$ cat src/verilog/tcc_pkg.sv
package tcc_pkg;

    // ------------------------------------------------------------
    // Command word layout
    // ------------------------------------------------------------
    localparam int CMP_LSB      = 0;
    localparam int CMP_W        = 16;
    localparam int NXT_DEF_BIT  = 16;
    localparam int IRQ_CMP_BIT  = 17;
    localparam int PIN_LSB      = 18;
    localparam int PIN_W        = 3;
    localparam int ACT_SET_BIT  = 21;
    localparam int STEP_BIT     = 22;
    localparam int MBZ0_BIT     = 23;
    localparam int MBZ1_BIT     = 24;
    localparam int RST_ACT_BIT  = 25;
    localparam int IRQ_RST_BIT  = 26;
    localparam int PIN_EN_BIT   = 27;
    localparam int NUM_PINS     = 8;

    // ------------------------------------------------------------
    // Register map of the plain software port
    // ------------------------------------------------------------
    localparam logic [3:0] ADDR_CMD    = 4'h0;
    localparam logic [3:0] ADDR_TIMER  = 4'h1;
    localparam logic [3:0] ADDR_STATUS = 4'h2;
    localparam logic [3:0] ADDR_PINS   = 4'h3;
    localparam logic [31:0] CMD_RESET  = 32'h0000_0000;

    // Slot sequencing states.
    typedef enum logic [1:0] {
        TCC_IDLE  = 2'b00,
        TCC_FETCH = 2'b01,
        TCC_EXEC  = 2'b10
    } tcc_state_type;

endpackage

$ cat src/verilog/tcc_cmd_if.sv
`timescale 1ns/10ps
interface tcc_cmd_if;
    logic [31:0] cmd;
    logic [15:0] timer;
    logic        timer_zero;
    logic        match;
    logic        zero_hit;
    logic        valid;
    logic        step;
    logic        next_is_def;
    modport decoder (input cmd, input timer, input timer_zero,
                     output match, output zero_hit, output valid, output step, output next_is_def);
    modport user    (output cmd, output timer, output timer_zero,
                     input match, input zero_hit, input valid, input step, input next_is_def);
endinterface

$ cat src/verilog/tcc_decode.sv
`timescale 1ns/10ps
module tcc_decode
    import tcc_pkg::*;
(
    tcc_cmd_if.decoder bus
);
    // Bits 28..31 are never looked at, so reserved content is harmless.
    always_comb begin
        bus.valid       = ~bus.cmd[MBZ0_BIT] & ~bus.cmd[MBZ1_BIT];
        bus.match       = bus.valid && (bus.timer == bus.cmd[CMP_LSB +: CMP_W]);
        bus.zero_hit    = bus.valid && bus.timer_zero;
        bus.step        = bus.valid && bus.cmd[STEP_BIT];
        bus.next_is_def = bus.cmd[NXT_DEF_BIT];
    end
endmodule

$ cat src/verilog/tcc_top.sv
`timescale 1ns/10ps
// Function
// - Compare low sixteen bits with referred timer.
// - Referred timer: last virtual, else default.
// - Bit 16 flags next entry as definition.
// - Bit 17 raises flag on compare match.
// - Bits 20..18 select pin index.
// - Bit 21 picks set or clear on match.
// - Bit 22 enables step mode for followers.
// - Bit 25 does opposite action on reset.
// - Bit 26 raises flag on timer reset.
// - Bit 27 gates all pin actions.
// - Each command takes exactly one slot.
module tcc_top
    import tcc_pkg::*;
(
    input  wire logic        mclk,
    input  wire logic        sys_rst,
    input  wire logic [3:0]  reg_addr,
    input  wire logic [31:0] reg_wdata,
    input  wire logic        reg_wr,
    input  wire logic        reg_rd,
    output logic      [31:0] reg_rdata,
    input  wire logic        slot_strobe,
    input  wire logic        virt_valid,
    input  wire logic [15:0] virt_count,
    input  wire logic        virt_zero,
    input  wire logic [15:0] dflt_count,
    input  wire logic        dflt_zero,
    output logic [NUM_PINS-1:0] pin_out,
    output logic             cmd_flag,
    output logic             next_def,
    output logic             step_mode,
    output logic             slot_done
);

    // ------------------------------------------------------------
    // State
    // ------------------------------------------------------------
    typedef struct packed {
        tcc_state_type      state;
        logic [31:0]        cmd;
        logic [15:0]        timer;
        logic               tzero;
        logic [NUM_PINS-1:0] pins;
        logic               flag;
        logic               next_def;
        logic               step;
        logic               done;
        logic [31:0]        rdata;
    } tcc_regs_type;

    tcc_regs_type r;
    tcc_regs_type next_r;

    tcc_cmd_if dec_bus ();

    assign dec_bus.cmd        = r.cmd;
    assign dec_bus.timer      = r.timer;
    assign dec_bus.timer_zero = r.tzero;

    tcc_decode u_decode (
        .bus (dec_bus.decoder)
    );

    // ------------------------------------------------------------
    // Next state
    // ------------------------------------------------------------
    always_comb begin
        logic [PIN_W-1:0] sel;
        sel    = r.cmd[PIN_LSB +: PIN_W];
        next_r = r;
        next_r.done  = 1'b0;
        next_r.rdata = 32'h0000_0000;
        // Hardware set beats software clear of the flag below.
        if (reg_wr) begin
            case (reg_addr)
                ADDR_CMD: begin
                    next_r.cmd = reg_wdata;
                end
                ADDR_STATUS: begin
                    if (reg_wdata[0]) begin
                        next_r.flag = 1'b0;
                    end
                end
                default: begin
                end
            endcase
        end
        case (r.state)
            TCC_IDLE: begin
                if (slot_strobe) begin
                    // Sample the referred timer at the slot start.
                    next_r.timer = virt_valid ? virt_count : dflt_count;
                    next_r.tzero = virt_valid ? virt_zero : dflt_zero;
                    next_r.state = TCC_EXEC;
                end
            end
            TCC_EXEC: begin
                // One slot: evaluate, act and release in this cycle.
                if (dec_bus.match && r.cmd[IRQ_CMP_BIT]) begin
                    next_r.flag = 1'b1;
                end
                if (dec_bus.zero_hit && r.cmd[IRQ_RST_BIT]) begin
                    next_r.flag = 1'b1;
                end
                if (dec_bus.valid && r.cmd[PIN_EN_BIT]) begin
                    if (dec_bus.zero_hit && r.cmd[RST_ACT_BIT]) begin
                        next_r.pins[sel] = ~r.cmd[ACT_SET_BIT];
                    end
                    if (dec_bus.match) begin
                        next_r.pins[sel] = r.cmd[ACT_SET_BIT];
                    end
                end
                next_r.next_def = dec_bus.next_is_def;
                next_r.step     = dec_bus.step;
                next_r.done     = 1'b1;
                next_r.state    = TCC_IDLE;
            end
            default: begin
                next_r.state = TCC_IDLE;
            end
        endcase
        if (reg_rd) begin
            case (reg_addr)
                ADDR_CMD: begin
                    next_r.rdata = r.cmd;
                end
                ADDR_TIMER: begin
                    next_r.rdata = {16'h0000, r.timer};
                end
                ADDR_STATUS: begin
                    next_r.rdata = {28'h0000000, r.step, r.next_def, r.tzero, r.flag};
                end
                ADDR_PINS: begin
                    next_r.rdata = {24'h000000, r.pins};
                end
                default: begin
                    next_r.rdata = 32'h0000_0000;
                end
            endcase
        end
    end

    always_ff @(posedge mclk) begin
        if (sys_rst) begin
            r       <= '0;
            r.state <= TCC_IDLE;
            r.cmd   <= CMD_RESET;
        end else begin
            r <= next_r;
        end
    end

    assign reg_rdata = r.rdata;
    assign pin_out   = r.pins;
    assign cmd_flag  = r.flag;
    assign next_def  = r.next_def;
    assign step_mode = r.step;
    assign slot_done = r.done;

    // ------------------------------------------------------------
    // Check helpers
    // ------------------------------------------------------------
    // Pins that the command in execution must leave untouched.
    logic [NUM_PINS-1:0] pin_keep;
    logic                sw_clear;
    logic [CMP_W-1:0]    ref_now;

    assign pin_keep = ~(NUM_PINS'(1) << r.cmd[PIN_LSB +: PIN_W]);
    assign sw_clear = reg_wr && (reg_addr == ADDR_STATUS) && reg_wdata[0];
    assign ref_now  = virt_valid ? virt_count : dflt_count;

    // ------------------------------------------------------------
    // Checks
    // ------------------------------------------------------------
    slot_one_a: assert property (@(posedge mclk) disable iff (sys_rst)
        (r.state == TCC_IDLE && slot_strobe) |=> ##1 slot_done)
        else $error("slot did not finish in one slot");
    cmp_flag_a: assert property (@(posedge mclk) disable iff (sys_rst)
        (r.state == TCC_EXEC && dec_bus.match && r.cmd[IRQ_CMP_BIT]) |=> cmd_flag)
        else $error("compare flag missing");
    rst_flag_a: assert property (@(posedge mclk) disable iff (sys_rst)
        (r.state == TCC_EXEC && dec_bus.zero_hit && r.cmd[IRQ_RST_BIT]) |=> cmd_flag)
        else $error("reset flag missing");
    cmp_pin_a: assert property (@(posedge mclk) disable iff (sys_rst)
        (r.state == TCC_EXEC && dec_bus.match && r.cmd[PIN_EN_BIT] && !reg_wr)
        |=> pin_out[$past(r.cmd[PIN_LSB +: PIN_W])] == $past(r.cmd[ACT_SET_BIT]))
        else $error("compare pin action wrong");
    rst_pin_a: assert property (@(posedge mclk) disable iff (sys_rst)
        (r.state == TCC_EXEC && dec_bus.zero_hit && !dec_bus.match
         && r.cmd[PIN_EN_BIT] && r.cmd[RST_ACT_BIT])
        |=> pin_out[$past(r.cmd[PIN_LSB +: PIN_W])] != $past(r.cmd[ACT_SET_BIT]))
        else $error("reset pin action wrong");
    pin_gate_a: assert property (@(posedge mclk) disable iff (sys_rst)
        (r.state == TCC_EXEC && !r.cmd[PIN_EN_BIT]) |=> $stable(pin_out))
        else $error("pins moved while disabled");
    cmp_value_a: assert property (@(posedge mclk) disable iff (sys_rst)
        (r.state == TCC_IDLE && slot_strobe && !reg_wr)
        |=> dec_bus.match == (!r.cmd[MBZ0_BIT] && !r.cmd[MBZ1_BIT] && r.cmd[CMP_LSB +: CMP_W] == $past(ref_now)))
        else $error("match does not follow the compare value");
    ref_timer_a: assert property (@(posedge mclk) disable iff (sys_rst)
        (r.state == TCC_IDLE && slot_strobe)
        |=> r.timer == ($past(virt_valid) ? $past(virt_count) : $past(dflt_count)))
        else $error("wrong referred timer");
    invalid_a: assert property (@(posedge mclk) disable iff (sys_rst)
        (r.state == TCC_EXEC && (r.cmd[MBZ0_BIT] || r.cmd[MBZ1_BIT])) |=> $stable(pin_out))
        else $error("invalid command acted");
    def_flag_a: assert property (@(posedge mclk) disable iff (sys_rst)
        (r.state == TCC_EXEC) |=> next_def == $past(r.cmd[NXT_DEF_BIT]))
        else $error("next definition flag wrong");

    // ------------------------------------------------------------
    // Checks: slot sequencing
    // ------------------------------------------------------------
    slot_pulse_a: assert property (@(posedge mclk) disable iff (sys_rst)
        slot_done |=> !slot_done)
        else $error("slot done held too long");

    slot_back_a: assert property (@(posedge mclk) disable iff (sys_rst)
        (r.state == TCC_EXEC) |=> (r.state == TCC_IDLE))
        else $error("slot did not return to idle");

    slot_early_a: assert property (@(posedge mclk) disable iff (sys_rst)
        (r.state == TCC_IDLE) |=> !slot_done)
        else $error("slot done without a slot");

    // ------------------------------------------------------------
    // Checks: referred timer
    // ------------------------------------------------------------
    timer_hold_a: assert property (@(posedge mclk) disable iff (sys_rst)
        !(r.state == TCC_IDLE && slot_strobe) |=> $stable(r.timer))
        else $error("sampled timer moved outside a slot start");

    tzero_hold_a: assert property (@(posedge mclk) disable iff (sys_rst)
        !(r.state == TCC_IDLE && slot_strobe) |=> $stable(r.tzero))
        else $error("sampled zero moved outside a slot start");

    dflt_pick_a: assert property (@(posedge mclk) disable iff (sys_rst)
        (r.state == TCC_IDLE && slot_strobe && !virt_valid) |=> r.tzero == $past(dflt_zero))
        else $error("default zero not taken");

    virt_pick_a: assert property (@(posedge mclk) disable iff (sys_rst)
        (r.state == TCC_IDLE && slot_strobe && virt_valid) |=> r.tzero == $past(virt_zero))
        else $error("virtual zero not taken");

    // ------------------------------------------------------------
    // Checks: interrupt flag
    // ------------------------------------------------------------
    flag_source_a: assert property (@(posedge mclk) disable iff (sys_rst)
        (!cmd_flag && r.state != TCC_EXEC) |=> !cmd_flag)
        else $error("flag rose outside a slot");

    flag_sticky_a: assert property (@(posedge mclk) disable iff (sys_rst)
        (cmd_flag && !sw_clear) |=> cmd_flag)
        else $error("flag dropped without a clear");

    flag_clear_a: assert property (@(posedge mclk) disable iff (sys_rst)
        (sw_clear && r.state != TCC_EXEC) |=> !cmd_flag)
        else $error("flag clear ignored");

    flag_quiet_a: assert property (@(posedge mclk) disable iff (sys_rst)
        (r.state == TCC_EXEC && !cmd_flag && (r.cmd[MBZ0_BIT] || r.cmd[MBZ1_BIT])) |=> !cmd_flag)
        else $error("invalid command raised the flag");

    flag_only_a: assert property (@(posedge mclk) disable iff (sys_rst)
        (r.state == TCC_EXEC && !cmd_flag && !(dec_bus.match && r.cmd[IRQ_CMP_BIT])
         && !(dec_bus.zero_hit && r.cmd[IRQ_RST_BIT])) |=> !cmd_flag)
        else $error("flag rose with no enabled event");

    // ------------------------------------------------------------
    // Checks: output pins
    // ------------------------------------------------------------
    pin_other_a: assert property (@(posedge mclk) disable iff (sys_rst)
        (r.state == TCC_EXEC) |=> ((pin_out ^ $past(pin_out)) & $past(pin_keep)) == '0)
        else $error("unselected pin moved");

    pin_idle_a: assert property (@(posedge mclk) disable iff (sys_rst)
        (r.state != TCC_EXEC) |=> $stable(pin_out))
        else $error("pins moved outside a slot");

    pin_still_a: assert property (@(posedge mclk) disable iff (sys_rst)
        (r.state == TCC_EXEC && !dec_bus.match && !(dec_bus.zero_hit && r.cmd[RST_ACT_BIT]))
        |=> $stable(pin_out))
        else $error("pin moved with no action due");

    // ------------------------------------------------------------
    // Checks: definition and step flags
    // ------------------------------------------------------------
    step_flag_a: assert property (@(posedge mclk) disable iff (sys_rst)
        (r.state == TCC_EXEC)
        |=> step_mode == ($past(r.cmd[STEP_BIT]) && !$past(r.cmd[MBZ0_BIT]) && !$past(r.cmd[MBZ1_BIT])))
        else $error("step flag wrong");

    flags_hold_a: assert property (@(posedge mclk) disable iff (sys_rst)
        (r.state != TCC_EXEC) |=> ($stable(step_mode) && $stable(next_def)))
        else $error("command flags moved outside a slot");

    // ------------------------------------------------------------
    // Checks: register port
    // ------------------------------------------------------------
    // Read data must stand only in the cycle after the strobe.
    rdata_idle_a: assert property (@(posedge mclk) disable iff (sys_rst)
        !reg_rd |=> (reg_rdata == '0))
        else $error("read data outside its cycle");

    rdata_cmd_a: assert property (@(posedge mclk) disable iff (sys_rst)
        (reg_rd && reg_addr == ADDR_CMD) |=> (reg_rdata == $past(r.cmd)))
        else $error("command read back wrong");

    rdata_timer_a: assert property (@(posedge mclk) disable iff (sys_rst)
        (reg_rd && reg_addr == ADDR_TIMER) |=> (reg_rdata == 32'($past(r.timer))))
        else $error("timer read back wrong");

    rdata_stat_a: assert property (@(posedge mclk) disable iff (sys_rst)
        (reg_rd && reg_addr == ADDR_STATUS)
        |=> (reg_rdata == 32'({$past(step_mode), $past(next_def), $past(r.tzero), $past(cmd_flag)})))
        else $error("status read back wrong");

    rdata_pins_a: assert property (@(posedge mclk) disable iff (sys_rst)
        (reg_rd && reg_addr == ADDR_PINS) |=> (reg_rdata == 32'($past(pin_out))))
        else $error("pin read back wrong");

    rdata_void_a: assert property (@(posedge mclk) disable iff (sys_rst)
        (reg_rd && reg_addr > ADDR_PINS) |=> (reg_rdata == '0))
        else $error("unmapped read not zero");

    cmd_write_a: assert property (@(posedge mclk) disable iff (sys_rst)
        (reg_wr && reg_addr == ADDR_CMD) |=> (r.cmd == $past(reg_wdata)))
        else $error("command word not stored whole");

    cmd_keep_a: assert property (@(posedge mclk) disable iff (sys_rst)
        !(reg_wr && reg_addr == ADDR_CMD) |=> $stable(r.cmd))
        else $error("command word changed without a write");

    rst_clear_a: assert property (@(posedge mclk)
        sys_rst |=> (pin_out == '0 && !cmd_flag && !slot_done && !next_def && !step_mode && reg_rdata == '0))
        else $error("outputs not cleared by reset");

    match_c: cover property (@(posedge mclk) r.state == TCC_EXEC && dec_bus.match);
    zero_c:  cover property (@(posedge mclk) r.state == TCC_EXEC && dec_bus.zero_hit);
    clear_c: cover property (@(posedge mclk) cmd_flag && reg_wr && reg_addr == ADDR_STATUS);
    step_c:  cover property (@(posedge mclk) r.state == TCC_EXEC && dec_bus.step);
    bad_c:   cover property (@(posedge mclk) r.state == TCC_EXEC && !dec_bus.valid);

endmodule
$ cat config.mk
export PLATFORM = sky130hd
export DESIGN_NAME = tcc_top
export DESIGN_NICKNAME = d
export VERILOG_FILES = /design/src/verilog/tcc_pkg.sv /design/src/verilog/tcc_cmd_if.sv /design/src/verilog/tcc_decode.sv /design/src/verilog/tcc_top.sv
export SDC_FILE = /design/constraint.sdc
export NUM_CORES = 1
export LEC_CHECK = 0
export ABC_AREA = 1
export ABC_CLOCK_PERIOD_IN_PS = 4550
export BUFFER_PORTS_ARGS = -buffer_cell sky130_fd_sc_hd__buf_4
export CORE_MARGIN = 2
export CORE_UTILIZATION = 47
export CTS_CLUSTER_SIZE = 12
export DETAILED_ROUTE_END_ITERATION = 10
export GPL_ROUTABILITY_DRIVEN = 0
export PLACE_DENSITY = 0.76
export SETUP_SLACK_MARGIN = 0.15
export SLEW_MARGIN = 25
export SYNTH_ARGS = -nofsm -noshare
export SYNTH_HDL_FRONTEND = slang
export SYNTH_HIERARCHICAL = 1
export SYNTH_SLANG_ARGS = --single-unit
$ cat constraint.sdc
create_clock -name mclk -period 4.55 [get_ports mclk]
set_clock_uncertainty 0.1 [all_clocks]
set_input_delay 0.2275 -clock mclk [delete_from_list [all_inputs] [get_ports mclk]]
set_output_delay 0.2275 -clock mclk [all_outputs]
set_load 0.02 [all_outputs]
### Word level (Yosys, flattened, before mapping)

Index checks and enable logic that the tools add are counted.

| storage, ports and cells | value |
|---|---|
| flip-flop bits (word level) | 94 |
| input bits | 76 |
| output and inout bits | 44 |
| logic and storage cells | 54 |

| cells by class | value |
|---|---|
| order comparisons | 2 |
| eq/ne operators | 4 |
| multiplexer cells | 17 |
| bitwise gates (word level) | 6 |
| reduce and logical (&&, ||, !) cells | 15 |

Operator list:

| kind | number |
|---|---|
| $pmux 32 s4 | 1 |
| $mux 8 | 4 |
| $bwmux 8 | 2 |
| $eq 16x16->1 | 1 |
| $mux 16 | 1 |
| $eq 4x2->1 const B | 2 |
| $logic_and 1x1->1 | 8 |
| $mux 1 | 7 |
| $reduce_and 2->1 | 3 |
| $not 1->1 | 5 |
| $eq 4x1->1 const B | 1 |
| $logic_not 4->1 | 1 |
| $lt 3x4->1 const B | 1 |
| $mux 4 | 1 |
| $reduce_or 2->1 | 2 |
| $demux 1 s3 | 1 |
| $ge 3x1->1 const B | 1 |
| $logic_not 2->1 | 1 |
| $and 1x1->1 | 1 |

### Depth between registers and ports, before layout

| depth | value |
|---|---|
| depth in word-level cells | 10 |
| mapped depth | 15 |
| mapped depth without buffers | 15 |

### By module

The synthesis kept the hierarchy.

By module, submodules not included:

| module | instances | cells each | area an instance (sq um) | seq. area each (sq um) |
|---|---|---|---|---|
| tcc_top | 1 | 490 | 3707.3 | 1881.8 |
| tcc_decode | 1 | 79 | 334.1 | 0.0 |

### Least setup slack after synthesis

OpenSTA, ideal clock, no wires.

| timing | value |
|---|---|
| kind | register to register |
| from | register, netlist name dec_bus.cmd[24] |
| to | register r, in the netlist pin_out[4] |
| library setup time | 0.117 ns |
| arrival | 1.479 ns |
| required time | 4.333 ns |
| path slack | 2.854 ns |
| stages on the path, launching flop included | 13 |
| buffers on the path | 0 |
| period minus slack after synthesis | 1.696 ns |
| path through | dfxtp_1 -> nor2_2 -> nand2_1 -> nor2_1 -> nand2_1 -> nor2_1 -> nand2_1 -> nor2_2 -> inv_1 -> a21oi_1 -> nand2_1 -> o21ai_0 -> nor2_1 |

| on the way | value |
|---|---|
| elaborated cells on any way between the ends | 12 |
| classes of those cells | mux (5); bitwise (2); reduce/logical (5) |

RTL lines:

| element | line | source |
|---|---|---|
| $not 1->1 | tcc_decode.sv:9 | `bus.valid = ~bus.cmd[MBZ0_BIT] & ~bus.cmd[MBZ1_BIT];` |
| $and 1x1->1 | tcc_decode.sv:9 |  |
| via dec_bus.valid | tcc_cmd_if.sv:8 | `logic valid;` |
| $logic_and 1x1->1 | tcc_decode.sv:10 | `bus.match = bus.valid && (bus.timer == bus.cmd[CMP_LSB +: CMP_W]);` |
| via dec_bus.match | tcc_cmd_if.sv:6 | `logic match;` |
| $mux 8 | tcc_top.sv:111 | `if (dec_bus.match) begin` |
| to (signal assigned) | tcc_top.sv:151 | `r <= next_r;` |
| to (decl) | tcc_top.sv:53 | `tcc_regs_type r;` |

The timed path passes the listed nets, and every way through them passes these cells. The select of a mux whose other input is x is not followed.
A chain may end at the register's enable or synchronous reset.

### Worst setup path in the final report

| timing | value |
|---|---|
| from | register r, in the netlist dec_bus.timer[1] |
| to | register r, in the netlist pin_out[3] |

| on the way | value |
|---|---|
| longest elaborated chain between the ends | 3 |

Ends and longest elaborated chain:

| element | line |
|---|---|
| $eq 16x16->1 | tcc_decode.sv:10 |
| $logic_and 1x1->1 | tcc_decode.sv:10 |
| via dec_bus.match | tcc_cmd_if.sv:6 |
| $mux 8 | tcc_top.sv:111 |

The timed path passes the listed nets, and every way through them passes these cells.

==> impl_metrics.csv <==
group,metric,value,unit
finish,final_area,0.00507,mm²
grt,grt_pass1_vias,3808,
placed_design,placedCellCount,766,
sta,relSlewSlack,0.645,
finish,fin_cells,782,
power,total_power,1.55,mW
power,pwr-share-seq,0.555,
synthesis,synth-seq-area-share,0.466,
synthesis,synthTopCellsByArea,"dfxtp_1, nand2_1, a21oi_1",
finish,drive_above_1_share,0.216,
placed_design,numPortBuffers,119,
clocking,root_buffer,"clkbuf_8",
finish,fin_util,0.614,
synthesis,synth.distinct_cells,30,
power,p_sw,412,µW
route,drt_first_pass_iters,5,
flow_run,maxCapViolCount,0,
setup_path,crit_path_end_kind,"register",
floorplan,io_pins,120,
grt,grt_overflow_total,0,
floorplan,num_rows,33,
floorplan,core,0.00826,mm²
synthesis,synth_top_area_frac,0.466,
power,p_per_area,305,mW/mm²
worst_hold_path,hold_start,"dflt_count[15]",
route,drtIter0Drc,210,
power,vdd_drop_max,0.000203,V
setup_path,worstPathRequired,4.72,ns
finish,areaGrowthSynthToFinish,25.5,%
synthesis,synth_warnings,6,
route,wl_per_cell,13.4,µm
clocking,cts_buffers,9,
finish,fillers,772,
sta,period_needed,2.10,ns
sta,finalHoldViolations,0,
synthesis,synth.avg_cell_area,7.10,µm²
setup_path,r2r_setup_slack,2.45,ns
power,p_clk_frac,0.341,
setup_path,crit_slowest_cell,"dfxtp_1",
setup_path,critPathBufInv,2,
synthesis,syn_inst,569,
clocking,clk_latency,0.36,ns
setup_path,crit_path_frequent_cell,"nand2_1",
grt,antenna_found_initial,0,
power,switching_share,0.266,
worst_hold_path,hold_class,"input pin to register",
setup_path,slowest_delay,0.40,ns
power,p_leak,2.26,nW
setup_path,worst-path-max-fanout,4,
sta,drv_slew,0,
clocking,cts.path.max_buffers,2,
clocking,ctsHoldBuffers,0,
route,ant_nets,0,
power,p_int,1.14,mW
sta,rsz0062_at_grt,"no",
floorplan,die_h,96.7,µm
grt,grt_start_max_net_pins,44,
setup_path,rr_startpoint,"dec_bus.timer[1]$_SDFFE_PP0P_",
clocking,post_cts_buffers,0,
clocking,cts_tree,"done",
synthesis,yosys_register_bits,94,
route,vias,3918,
route,vias_per_cell,5.01,
route,drc,0,
synthesis,syn_nets,645,
placed_design,dpl_cell_area,0.00489,mm²
clocking,cts.sink_count,94,
setup_path,cp.arrival,2.26,ns
floorplan,initial_core_util,0.489,
sta,tightest_slew,0.532,ns
power,comb_power_share,0.104,
placed_design,dp_hpwl,7710,µm
finish,mostFrequentLayoutCells,"nand2_1, buf_4, dfxtp_1, a21oi_1, inv_1",
setup_path,r2r_cells,13,
sta,setup_tns,0,ns
grt,grtUsageTotal,0.227,
sta,period_share,0.461,
setup_path,worstPathCellList,"inv_1, nand2_1, nand2_1, nor2_1, nand2_1, nor2_1, nand2_1, nor2_2, inv_1, a21oi_1, nand2_1, o21ai_0, nor2_1",
setup_path,worstReg2RegEnd,"pin_out[3]$_SDFFE_PP0P_",
synthesis,syn_area,0.00404,mm²
setup_path,start_kind,"register",
setup_path,cp_top_family,"simple AND/OR/NAND/NOR gates",
route,wirelength,10500,µm
worst_hold_path,whs_path_depth,3,
floorplan,die_w,96.7,µm
floorplan,dieArea,0.00936,mm²
sta,max_freq,0.477,GHz
finish,layout.cells.most_common,"nand2_1",
grt,grt_pass1_wl,17500,µm
synthesis,synth_top_area_cell,"dfxtp_1",
finish,fin_nets,748,
setup_path,critical_path_class,"register to register",
run_status,status,"completed",
worst_hold_path,min_to,"dec_bus.timer[15]$_SDFFE_PP0P_",
finish,diodes,0,
sta,setup_violations,0,
clocking,cts_resized,0,
clocking,path_clk_slew,0.10,ns
clocking,htree_levels,3,
-- worst max path at each step --
stage	end	cells past startpoint	from	slack (ns)
after floorplan	pin_out[4]$_SDFFE_PP0P_	12	dec_bus.cmd[24]$_SDFFE_PP0P_	2.85
after detailed placement	reg_rdata[17]$_SDFF_PP0_	6	sys_rst	2.43
final	pin_out[3]$_SDFFE_PP0P_	13	dec_bus.timer[1]$_SDFFE_PP0P_	2.45
after global placement	reg_rdata[1]$_SDFF_PP0_	5	sys_rst	2.54
after global routing	pin_out[3]$_SDFFE_PP0P_	13	dec_bus.cmd[7]$_SDFFE_PP0P_	2.23
after CTS	pin_out[3]$_SDFFE_PP0P_	13	dec_bus.timer[1]$_SDFFE_PP0P_	2.50
-- metrics by stage --
step / setup WS (ns) / hold WS, ns
floorplan: 2.85 / 0.273
global placement: 2.54 / 0.323
detailed placement: 2.43 / 0.328
CTS: 2.50 / 0.00890
global route: 2.23 / 0.0108
finish: 2.45 / 0.0258
-- tightest hold or removal path, cell delays in order --
cell,delay [ns]
buf_4,0.10
nand2_1,0.06
a21oi_1,0.06
-- cell usage after synthesis --
library cell and n:
a21oi_1 68, a31oi_1 1, a32o_1 7, and2_1 1
buf_1 1, buf_2 7, buf_4 4, buf_6 7
clkbuf_1 6, clkbuf_2 2, clkinv_1 2, dfxtp_1 94
inv_1 53, inv_2 2, inv_6 1, nand2_1 176
nand2_2 1, nand2_4 2, nand3_1 39, nand4_1 2
nor2_1 49, nor2_2 3, nor2_4 1, nor3_1 5
o21ai_0 27, o22ai_1 1, or2_1 1, or2_2 1
xnor2_1 4, xor2_1 1
-- power by group through the flow --
stage / clock (mW) / sequential, mW / combinational (mW)
after floorplan: 0 / 0.874 / 0.0913
after global placement: 0 / 0.877 / 0.156
after detailed placement: 0 / 0.878 / 0.159
after CTS: 0.540 / 0.859 / 0.159
after global routing: 0.574 / 0.863 / 0.180
final: 0.529 / 0.859 / 0.161
-- registers in the layout (all words and copies together) (netlist names) --
| signal | flops |
|---|---|
| step_mode | 1 |
| pin_out | 8 |
| dec_bus.timer_zero | 1 |
| dec_bus.cmd | 32 |
| cmd_flag | 1 |
| next_def | 1 |
| r | 1 |
| dec_bus.timer | 16 |
| reg_rdata | 32 |
| slot_done | 1 |
-- cell type report --
type / instances / area, µm² / area share
multi-input cells: 390 / 1760 / 0.346
clock buffers: 10 / 138 / 0.0271
flip-flops and latches: 94 / 1880 / 0.371
inverters: 58 / 223 / 0.0439
repair buffers: 119 / 893 / 0.176
well taps: 105 / 131 / 0.0259
clock inverters: 6 / 50.0 / 0.00986
-- per-layer routing --
layer,share of wire,wire [µm],GRT usage
met1,0.44,4630,0.291
met3,0.070,737,0.0571
met2,0.47,4920,0.378
met5,0,0,0
met4,0.021,221,0.0704
-- cells by family (layout without fill, tap and decap cells) --
logic type      Yosys count  in the layout  synth area share
simple gates            281            281             0.286
buf+inv                  85            193            0.0997
flops                    94             94             0.466
xor+xnor                  5              5            0.0108
compound gates          104            104             0.138
Power figures use the tool's default switching activity.
